===== config.mk =====
export PLATFORM = sky130hd
export DESIGN_NAME = scc_top
export DESIGN_NICKNAME = d
export VERILOG_FILES = /design/src/rtl/scc_pkg.sv /design/src/rtl/scc_top.sv
export SDC_FILE = /design/constraint.sdc
export NUM_CORES = 1
export LEC_CHECK = 0
export ABC_AREA = 1
export BUFFER_PORTS_ARGS = -buffer_cell sky130_fd_sc_hd__buf_2
export CAP_MARGIN = 20
export CORE_UTILIZATION = 39
export CTS_CLUSTER_DIAMETER = 60
export CTS_CLUSTER_SIZE = 8
export DETAILED_ROUTE_END_ITERATION = 7
export GPL_TIMING_DRIVEN = 0
export PLACE_DENSITY = 0.59
export SYNTH_ARGS = -nofsm -noshare
export SYNTH_HDL_FRONTEND = slang
export SYNTH_SLANG_ARGS = --single-unit

===== constraint.sdc =====
create_clock -name core_clk_i -period 2.6 [get_ports core_clk_i]
set_input_delay 0.39 -clock core_clk_i [delete_from_list [all_inputs] [get_ports core_clk_i]]
set_output_delay 0.39 -clock core_clk_i [all_outputs]
set_load 0.05 [all_outputs]

===== src/rtl/scc_pkg.sv =====
package scc_pkg;

  // ==========================================================
  // Clocking and time base
  localparam longint SCC_CLK_HZ = 64'd25000000;
  localparam longint SCC_XTAL_HZ = 64'd32768;
  // Accumulator steps at twice the crystal rate, one step per half cycle
  localparam logic [31:0] SCC_NCO_INC = 32'(((SCC_XTAL_HZ * 64'd2) << 32) / SCC_CLK_HZ);
  localparam logic [15:0] SCC_PRE_WRAP = 16'hFFFF;
  // Half second of the 65536 Hz prescaler
  localparam logic [14:0] SCC_HALF_SEC = 15'h0000;

  // ==========================================================
  // Serial session framing
  localparam logic [6:0] SCC_EDGE_MODE = 7'h01;
  localparam logic [6:0] SCC_EDGE_LOAD = 7'h08;
  localparam logic [6:0] SCC_EDGE_FIRST = 7'h09;
  localparam logic [6:0] SCC_EDGE_LAST = 7'h3C;
  localparam logic [6:0] SCC_EDGE_CLR = 7'h38;
  localparam logic [6:0] SCC_EDGE_MAX = 7'h7F;
  localparam int SCC_FRAME_W = 52;

  // ==========================================================
  // Field positions in the serial frame, LSB first
  localparam int SCC_POS_SEC = 0;
  localparam int SCC_POS_MIN = 8;
  localparam int SCC_POS_HR = 16;
  localparam int SCC_POS_WK = 24;
  localparam int SCC_POS_FREQ_SEL = 27;
  localparam int SCC_POS_DAY = 28;
  localparam int SCC_POS_MON = 36;
  localparam int SCC_POS_TEST = 43;
  localparam int SCC_POS_YR = 44;

  // ==========================================================
  // Calendar limits, BCD
  localparam logic [7:0] SCC_SEC_MAX = 8'h59;
  localparam logic [7:0] SCC_MIN_MAX = 8'h59;
  localparam logic [7:0] SCC_HR_MAX = 8'h23;
  localparam logic [7:0] SCC_WK_MIN = 8'h01;
  localparam logic [7:0] SCC_WK_MAX = 8'h07;
  localparam logic [7:0] SCC_DAY_MIN = 8'h01;
  localparam logic [7:0] SCC_MON_MIN = 8'h01;
  localparam logic [7:0] SCC_MON_MAX = 8'h12;
  localparam logic [7:0] SCC_YR_MAX = 8'h99;
  localparam logic [7:0] SCC_ZERO = 8'h00;
  localparam logic [7:0] SCC_FEB = 8'h02;
  localparam logic [7:0] SCC_DAYS_31 = 8'h31;
  localparam logic [7:0] SCC_DAYS_30 = 8'h30;
  localparam logic [7:0] SCC_DAYS_29 = 8'h29;
  localparam logic [7:0] SCC_DAYS_28 = 8'h28;

  // ==========================================================
  // Types
  typedef struct packed {
    logic [7:0] sec;
    logic [7:0] min;
    logic [7:0] hr;
    logic [2:0] wk;
    logic freq_select_bit;
    logic [7:0] day;
    logic [7:0] mon;
    logic factory_test_bit;
    logic [7:0] yr;
    logic supply_low_flag;
  } scc_cal_type;

  localparam scc_cal_type SCC_CAL_RESET = '{
    sec: 8'h00, min: 8'h00, hr: 8'h00, wk: 3'h1, freq_select_bit: 1'b0,
    day: 8'h01, mon: 8'h01, factory_test_bit: 1'b0, yr: 8'h00,
    supply_low_flag: 1'b0};

  typedef enum logic [2:0] {
    SCC_ST_IDLE = 3'b001,
    SCC_ST_READ = 3'b010,
    SCC_ST_WRITE = 3'b100
  } scc_state_type;

  // Pin group seen at the serial link
  typedef struct packed {
    logic chip_enable;
    logic serial_clk;
    logic data;
  } scc_pins_type;

endpackage


===== src/rtl/scc_top.sv =====
`timescale 1ns/100ps
// Behaviour
// - CE low floats data, ignores inputs, clears test
// - Bits move on serial clock rising edges
// - Frequency output 1 Hz or 32.768 kHz
// - BCD counters, 24-hour, month-length rollover
// - Leap year from year tens/units digits
// - Bytes shifted least significant bit first
// - Counter ranges kept; don't-care bits ignored
// - Supply sampled every half second sets flag
// - Reads of 56+ edges clear supply flag
// - Frequency select resets to 1 Hz
// - First edge data low selects read
// - Snapshot at 8th falling edge, fixed order
// - Read output frozen after 60th edge
// - Host may end read early
// - Seconds carry never updates active snapshot
// - First edge data high selects write
// - Short writes discarded, extra bits ignored
// - Write halts counting, resets divider stages
module scc_top (
  // Clock and reset
  input wire logic core_clk_i,
  input wire logic rst_i,
  // Serial link pins
  input wire scc_pkg::scc_pins_type pins_i,
  output logic data_o,
  output logic data_oe_o,
  // Supply detector and frequency output
  input wire logic supply_low_i,
  output logic freq_output_pin_o
);
  import scc_pkg::*;

  typedef struct packed {
    scc_pins_type sync1;
    scc_pins_type sync2;
    scc_pins_type prev;
    logic low1;
    logic low2;
    scc_state_type st;
    logic [6:0] edges;
    logic [SCC_FRAME_W-1:0] sr;
    logic hold;
    logic [31:0] acc;
    logic [15:0] pre;
    logic fast;
    scc_cal_type cal;
    logic [1:0][SCC_FRAME_W-1:0] fifo_d;
    logic [1:0] fifo_v;
    logic dout;
    logic doe;
    logic freq_out;
  } scc_state_all_type;

  scc_state_all_type s;
  scc_state_all_type next_s;

  // ==========================================================
  // Calendar helpers
  // Carry out in bit 8, wrapped value below it
  function automatic logic [8:0] bcd_inc(input logic [7:0] v, input logic [7:0] lo,
                                         input logic [7:0] hi);
    logic [7:0] r;
    r = v;
    if (v == hi) begin
      return {1'b1, lo};
    end
    if (v[3:0] == 4'h9) begin
      r = {v[7:4] + 4'h1, 4'h0};
    end else begin
      r = {v[7:4], v[3:0] + 4'h1};
    end
    return {1'b0, r};
  endfunction

  function automatic logic [7:0] month_days(input logic [7:0] mon, input logic [7:0] yr);
    logic leap;
    leap = (yr[4] && (yr[3:0] == 4'h2 || yr[3:0] == 4'h6))
        || (!yr[4] && (yr[3:0] == 4'h0 || yr[3:0] == 4'h4 || yr[3:0] == 4'h8));
    case (mon)
      SCC_FEB: return leap ? SCC_DAYS_29 : SCC_DAYS_28;
      8'h04, 8'h06, 8'h09, 8'h11: return SCC_DAYS_30;
      default: return SCC_DAYS_31;
    endcase
  endfunction

  // ==========================================================
  // Next state
  always_comb begin
    logic ce, rise, fall, din, tick, half, pop, push_rdy, commit;
    logic [6:0] ne;
    logic [8:0] c_sec, c_min, c_hr, c_day, c_mon, c_yr, c_wk;
    logic [SCC_FRAME_W-1:0] snap, w;
    ce = 1'b0;
    rise = 1'b0;
    fall = 1'b0;
    din = 1'b0;
    tick = 1'b0;
    half = 1'b0;
    pop = 1'b0;
    push_rdy = 1'b0;
    commit = 1'b0;
    ne = 7'h00;
    c_sec = 9'h000;
    c_min = 9'h000;
    c_hr = 9'h000;
    c_day = 9'h000;
    c_mon = 9'h000;
    c_yr = 9'h000;
    c_wk = 9'h000;
    snap = '0;
    w = '0;
    next_s = s;

    // Pins pass two flops; the first is read only by the second
    next_s.sync1 = pins_i;
    next_s.sync2 = s.sync1;
    next_s.prev = s.sync2;
    next_s.low1 = supply_low_i;
    next_s.low2 = s.low1;
    ce = s.sync2.chip_enable;
    rise = ce && s.sync2.serial_clk && !s.prev.serial_clk;
    fall = ce && !s.sync2.serial_clk && s.prev.serial_clk;
    din = s.sync2.data;
    // Edge count saturates so long bursts never wrap
    ne = (s.edges == SCC_EDGE_MAX) ? s.edges : s.edges + 7'h01;

    // ==========================================================
    // Time base: 65536 Hz steps from the core clock
    // No second clock; the fast output carries one core cycle of jitter
    {next_s.fast, next_s.acc} = {1'b0, s.acc} + {1'b0, SCC_NCO_INC};
    if (s.fast) begin
      next_s.freq_out = s.cal.freq_select_bit ? ~s.freq_out : ~s.pre[15];
      tick = (s.pre == SCC_PRE_WRAP) && !s.hold;
      half = (s.pre[14:0] == SCC_HALF_SEC);
      next_s.pre = s.pre + 16'h0001;
    end
    if (!s.cal.freq_select_bit) begin
      next_s.freq_out = ~s.pre[15];
    end
    // Divider stages stay cleared while a write holds counting
    if (s.hold) begin
      next_s.pre = 16'h0000;
    end

    // ==========================================================
    // Calendar advance
    if (tick) begin
      c_sec = bcd_inc(s.cal.sec, SCC_ZERO, SCC_SEC_MAX);
      c_min = bcd_inc(s.cal.min, SCC_ZERO, SCC_MIN_MAX);
      c_hr = bcd_inc(s.cal.hr, SCC_ZERO, SCC_HR_MAX);
      c_wk = bcd_inc({5'h00, s.cal.wk}, SCC_WK_MIN, SCC_WK_MAX);
      c_day = bcd_inc(s.cal.day, SCC_DAY_MIN, month_days(s.cal.mon, s.cal.yr));
      c_mon = bcd_inc(s.cal.mon, SCC_MON_MIN, SCC_MON_MAX);
      c_yr = bcd_inc(s.cal.yr, SCC_ZERO, SCC_YR_MAX);
      next_s.cal.sec = c_sec[7:0];
      if (c_sec[8]) begin
        next_s.cal.min = c_min[7:0];
        if (c_min[8]) begin
          next_s.cal.hr = c_hr[7:0];
          if (c_hr[8]) begin
            next_s.cal.wk = c_wk[2:0];
            next_s.cal.day = c_day[7:0];
            if (c_day[8]) begin
              next_s.cal.mon = c_mon[7:0];
              if (c_mon[8]) begin
                next_s.cal.yr = c_yr[7:0];
              end
            end
          end
        end
      end
    end

    // ==========================================================
    // Two-entry commit buffer; drains only between seconds ticks
    // A carry and a commit never land in the same cycle
    pop = s.fifo_v[0] && !tick;
    push_rdy = !s.fifo_v[1] || pop;
    if (pop) begin
      w = s.fifo_d[0];
      next_s.cal.sec = {1'b0, w[SCC_POS_SEC+:7]};
      next_s.cal.min = {1'b0, w[SCC_POS_MIN+:7]};
      next_s.cal.hr = {2'b00, w[SCC_POS_HR+:6]};
      next_s.cal.wk = w[SCC_POS_WK+:3];
      next_s.cal.freq_select_bit = w[SCC_POS_FREQ_SEL];
      next_s.cal.day = {2'b00, w[SCC_POS_DAY+:6]};
      next_s.cal.mon = {3'b000, w[SCC_POS_MON+:5]};
      next_s.cal.factory_test_bit = w[SCC_POS_TEST];
      next_s.cal.yr = w[SCC_POS_YR+:8];
      next_s.fifo_d[0] = s.fifo_d[1];
      next_s.fifo_v = {1'b0, s.fifo_v[1]};
    end

    // ==========================================================
    // Serial session
    case (s.st)
      SCC_ST_IDLE: begin
        if (rise) begin
          next_s.edges = ne;
          next_s.st = din ? SCC_ST_WRITE : SCC_ST_READ;
        end
      end
      SCC_ST_READ: begin
        if (fall && s.edges == SCC_EDGE_LOAD) begin
          // Snapshot is fixed for the session; later carries lag by one second
          snap[SCC_POS_SEC+:8] = {s.cal.supply_low_flag, s.cal.sec[6:0]};
          snap[SCC_POS_MIN+:8] = s.cal.min;
          snap[SCC_POS_HR+:8] = s.cal.hr;
          snap[SCC_POS_WK+:4] = {s.cal.freq_select_bit, s.cal.wk};
          snap[SCC_POS_DAY+:8] = s.cal.day;
          snap[SCC_POS_MON+:8] = {s.cal.factory_test_bit, 2'b00, s.cal.mon[4:0]};
          snap[SCC_POS_YR+:8] = s.cal.yr;
          next_s.sr = snap;
        end
        if (rise) begin
          next_s.edges = ne;
          if (ne >= SCC_EDGE_FIRST && ne <= SCC_EDGE_LAST) begin
            next_s.dout = s.sr[0];
            next_s.doe = 1'b1;
            next_s.sr = {1'b0, s.sr[SCC_FRAME_W-1:1]};
          end
          // Past the last edge the line simply holds its value
        end
      end
      SCC_ST_WRITE: begin
        if (fall && s.edges == SCC_EDGE_MODE) begin
          next_s.hold = 1'b1;
        end
        if (rise) begin
          next_s.edges = ne;
          if (ne >= SCC_EDGE_FIRST && ne <= SCC_EDGE_LAST) begin
            next_s.sr = {din, s.sr[SCC_FRAME_W-1:1]};
          end
          // Word is taken whole at the last edge; short sessions commit no word
          commit = (ne == SCC_EDGE_LAST) && (s.edges != SCC_EDGE_LAST);
        end
      end
      default: begin
        next_s.st = SCC_ST_IDLE;
      end
    endcase

    // Full commit word is queued; a stalled buffer would drop it
    if (commit && push_rdy) begin
      if (next_s.fifo_v[0]) begin
        next_s.fifo_d[1] = {din, s.sr[SCC_FRAME_W-1:1]};
        next_s.fifo_v[1] = 1'b1;
      end else begin
        next_s.fifo_d[0] = {din, s.sr[SCC_FRAME_W-1:1]};
        next_s.fifo_v[0] = 1'b1;
      end
    end

    // ==========================================================
    // Chip enable low ends any session
    // A read cut short has sent only the bits already clocked
    // Recovery time between sessions is left to the host
    if (!ce) begin
      if (s.st == SCC_ST_READ && s.edges >= SCC_EDGE_CLR) begin
        next_s.cal.supply_low_flag = 1'b0;
      end
      next_s.st = SCC_ST_IDLE;
      next_s.edges = 7'h00;
      next_s.doe = 1'b0;
      next_s.hold = 1'b0;
      if (!pop) begin
        next_s.cal.factory_test_bit = 1'b0;
      end else begin
        next_s.cal.factory_test_bit = 1'b0;
      end
    end

    // Detector sample wins over a clear in the same cycle
    if (half && s.low2) begin
      next_s.cal.supply_low_flag = 1'b1;
    end
  end

  // ==========================================================
  // State register
  always_ff @(posedge core_clk_i) begin
    if (rst_i) begin
      s <= '0;
      s.st <= SCC_ST_IDLE;
      s.cal <= SCC_CAL_RESET;
      // Starts high, as the prescaler at zero gives; no false edge
      s.freq_out <= 1'b1;
    end else begin
      s <= next_s;
    end
  end

  assign data_o = s.dout;
  assign data_oe_o = s.doe;
  assign freq_output_pin_o = s.freq_out;

endmodule


==> impl_metrics.json <==
{
  "core.rowCount": 70,
  "synth_top_area_cell": "dfxtp_1",
  "final_nets": 2401,
  "ys_seq_elements": 268,
  "worst_ep_arrival_time_ns": 2.93,
  "grt_pass1_vias": 13200,
  "gp_congestion": 0.864,
  "die_w_um": 194,
  "grt_pass1_wl_mm": 69.2,
  "dp_hpwl_mm": 30.6,
  "grt_setup_unrepaired": "no",
  "cts_tree": "built",
  "synth_edf_count": 0,
  "drc": 0,
  "slew_viol_final": 0,
  "synth_cells": 2299,
  "max_freq_mhz": 405,
  "grt_usage": 0.229,
  "cts_buffers": 41,
  "fin_crit_sh": 0.949,
  "worstSetupStartpointType": "flip-flop",
  "met1Wirelength_mm": 20.0,
  "synth_xor_area_frac": 0.0133,
  "routedWlPerCell_um": 15.2,
  "top_layer_used": "met4",
  "drtIter0Drc": 1163,
  "setup_viol": 0,
  "crit_path_top_delay_cell": "dfxtp_1",
  "finalPower_w": 0.00944,
  "root_buffer": "clkbuf_16",
  "path_clk_slew_ns": 0.05,
  "status": "completed",
  "synth_compound_area_frac": 0.130,
  "ioPinCount": 9,
  "antenna_cells": 0,
  "skew_ns": 0.0150,
  "synth_nets": 2333,
  "drive_gt1_frac": 0.0737,
  "final_cells": 2844,
  "vias": 14400,
  "cp.required_ns": 3.07,
  "cp_cell_sequence": "ha_1 -> nand3_1 -> nor2_1 -> nand2_1 -> nor2_4 -> nand2_2 -> nand2_4 -> buf_2 -> o21ai_0 -> a21oi_1",
  "synth_common_cells": "596 x nand2_1, 359 x inv_1, 322 x nor2_1",
  "h-tree-depth": 2,
  "clkLatencyLatePin_ns": 0.54,
  "slowest_delay_ns": 0.45,
  "port_buffers": 7,
  "place_inst": 2774,
  "p_per_area_mw_per_mm2": 571,
  "r2r_slack_ns": 0.13,
  "criticalPathCategory": "flip-flop to flip-flop",
  "areaGrowthSynthToFinish_pct": 14.5,
  "yosys_warnings": 0,
  "clk_path_buf_depth": 3,
  "die_h_um": 194,
  "syn_area_per_cell_um2": 6.28,
  "dr_wl_met2_mm": 19.7,
  "initial_core_util": 0.395,
  "grt_max_degree": 11,
  "slew_headroom": 0.233,
  "yosys.area.top_type_share": 0.372,
  "synth_area_mm2": 0.0144,
  "worstSetupEndpointType": "flip-flop",
  "synthMuxAreaShare": 0,
  "cp_top_family": "simple AND/OR/NAND/NOR gates",
  "synth_area_leaders": "dfxtp_1 37%, nand2_1 15%, inv_1 9.3%, nor2_1 8.4%, nand3_1 6.0%",
  "synth_cell_type_count": 44,
  "postCtsHoldBufs": 0,
  "antenna_found_initial": 1,
  "synth_most_common_cell": "nand2_1",
  "firstDrtPassIters": 5,
  "cts_sinks": 268,
  "cap_violations": 0,
  "grt-ovfl-total": 0,
  "finalCriticalPeriod_ns": 2.47,
  "crit_buf_inv": 1,
  "dr_wl_met3_mm": 2.36,
  "core_mm2": 0.0365,
  "antenna_left": 0,
  "vdd_drop_max_uv": 553,
  "cp_max_fo": 10,
  "worstHoldPathType": "input port to flip-flop",
  "p_leak_nw": 7.49,
  "synth_top_family_by_area": "simple AND/OR/NAND/NOR gates",
  "whs_ns": 0.0611,
  "dieArea_mm2": 0.0378,
  "synth_fa_ha_area_frac": 0.0243,
  "seq_area_frac_synth": 0.372,
  "yosys.area_share.simple": 0.336,
  "synth-main-ff-cell": "dfxtp_1",
  "routed_wl_mm": 43.2,
  "async_flop_share": 0,
  "hold_viol": 0,
  "n_fill_cell": 3815,
  "worst_pin_slew_ns": 1.15,
  "viasPerCell": 5.06
}
[worst reg2reg max path: cells and delay by family, from the launching register on]
kind | cells | cell delay [ns]
AOI/OAI and AO/OA | 2 | 0.32
adders and majority gates | 1 | 0.19
buffers and inverters | 1 | 0.27
DFF | 1 | 0.45
and+or+nand+nor | 6 | 1.19
[cell families (layout without fill, tap and decap cells)]
kind of cell	count (synthesis)	after routing
DFF	268	268
and+or+nand+nor	1174	1174
AOI/OAI and AO/OA	348	348
buffers and inverters	459	536
xor gates and xnor gates	22	22
adders and majority gates	28	28
[flip-flops by register name (all words and copies together), names as in the netlist]
register	flops
freq_output_pin_o	1
s	258
data_oe_o	1
next_s	7
data_o	1
[path summary, 6_finish.rpt]
| path | from | endpoint | depth (start not counted) |
|---|---|---|---|
| worst min register to register | next_s[281]$_SDFF_PP0_ | next_s[278]$_SDFF_PP0_ | 2 |
| worst max register to register | s[155]$_SDFFE_PP0P_ | s[137]$_SDFFE_PP0P_ | 10 |
| worst max-delay path | s[155]$_SDFFE_PP0P_ | s[137]$_SDFFE_PP0P_ | 10 |
| worst min-delay path | pins_i[1] | next_s[281]$_SDFF_PP0_ | 3 |
[stage by stage]
stage / setup WS [ns] / instance area, µm² / TNS, ns / util
2_1_floorplan: 0.504 / 14400 / 0 / -
3_3_place_gp: -0.370 / 15100 / -16.57 / 0.412
3_5_place_dp: -0.399 / 15100 / -19.27 / 0.412
4_1_cts: -0.0161 / 16300 / -0.0770 / 0.447
5_1_grt: 0.00103 / 16500 / 0 / 0.453
6_report: 0.131 / 16500 / 0 / 0.453
[layer usage]
| metal | global-route usage | vias up |
|---|---|---|
| met4 | 0.0835 | 0 |
| li1 | - | 7338 |
| met5 | 0 | - |
| met2 | 0.379 | 390 |
| met1 | 0.301 | 6581 |
| met3 | 0.0328 | 86 |
[area by class of cell]
class	count	area (µm²)	share of cell area
multi-input combinational	1572	7400	0.448
sequential	268	5380	0.325
clock buffer	47	1080	0.0652
clock inverter	5	35.0	0.00212
inverter	360	1350	0.0817
timing repair buffer	26	219	0.0132
buffer	98	489	0.0296
tap	468	586	0.0354
[what timing repair did]
action	4_1_cts	5_1_grt
endpoints found under the setup margin	95	180
endpoints found under the hold margin	0	0
buffers inserted	8	11
resized for setup	17	45
pin swaps	2	9
gates cloned	0	0
[power breakdown]
group          internal (W)  switching [W]  total [W]  leakage, nW
logic              0.000115       0.000303   0.000418         4.77
registers           0.00418      0.0000571    0.00424         2.17
clock network       0.00289        0.00190    0.00478        0.547
total               0.00718        0.00226    0.00944         7.49
[placed cells by master (no fill, tap or decap), drive strengths merged, types with 5 or more instances in the layout]
cell / n
a211oi: 5
a21oi: 142
a31oi: 13
buf: 80
clkbuf: 91
dfxtp: 268
ha: 28
inv: 362
nand2: 608
nand3: 177
nand4: 19
nor2: 326
nor3: 30
nor4: 7
o211ai: 9
o21ai: 156
o31ai: 6
xor2: 19
(Power assumes the default switching activity.)
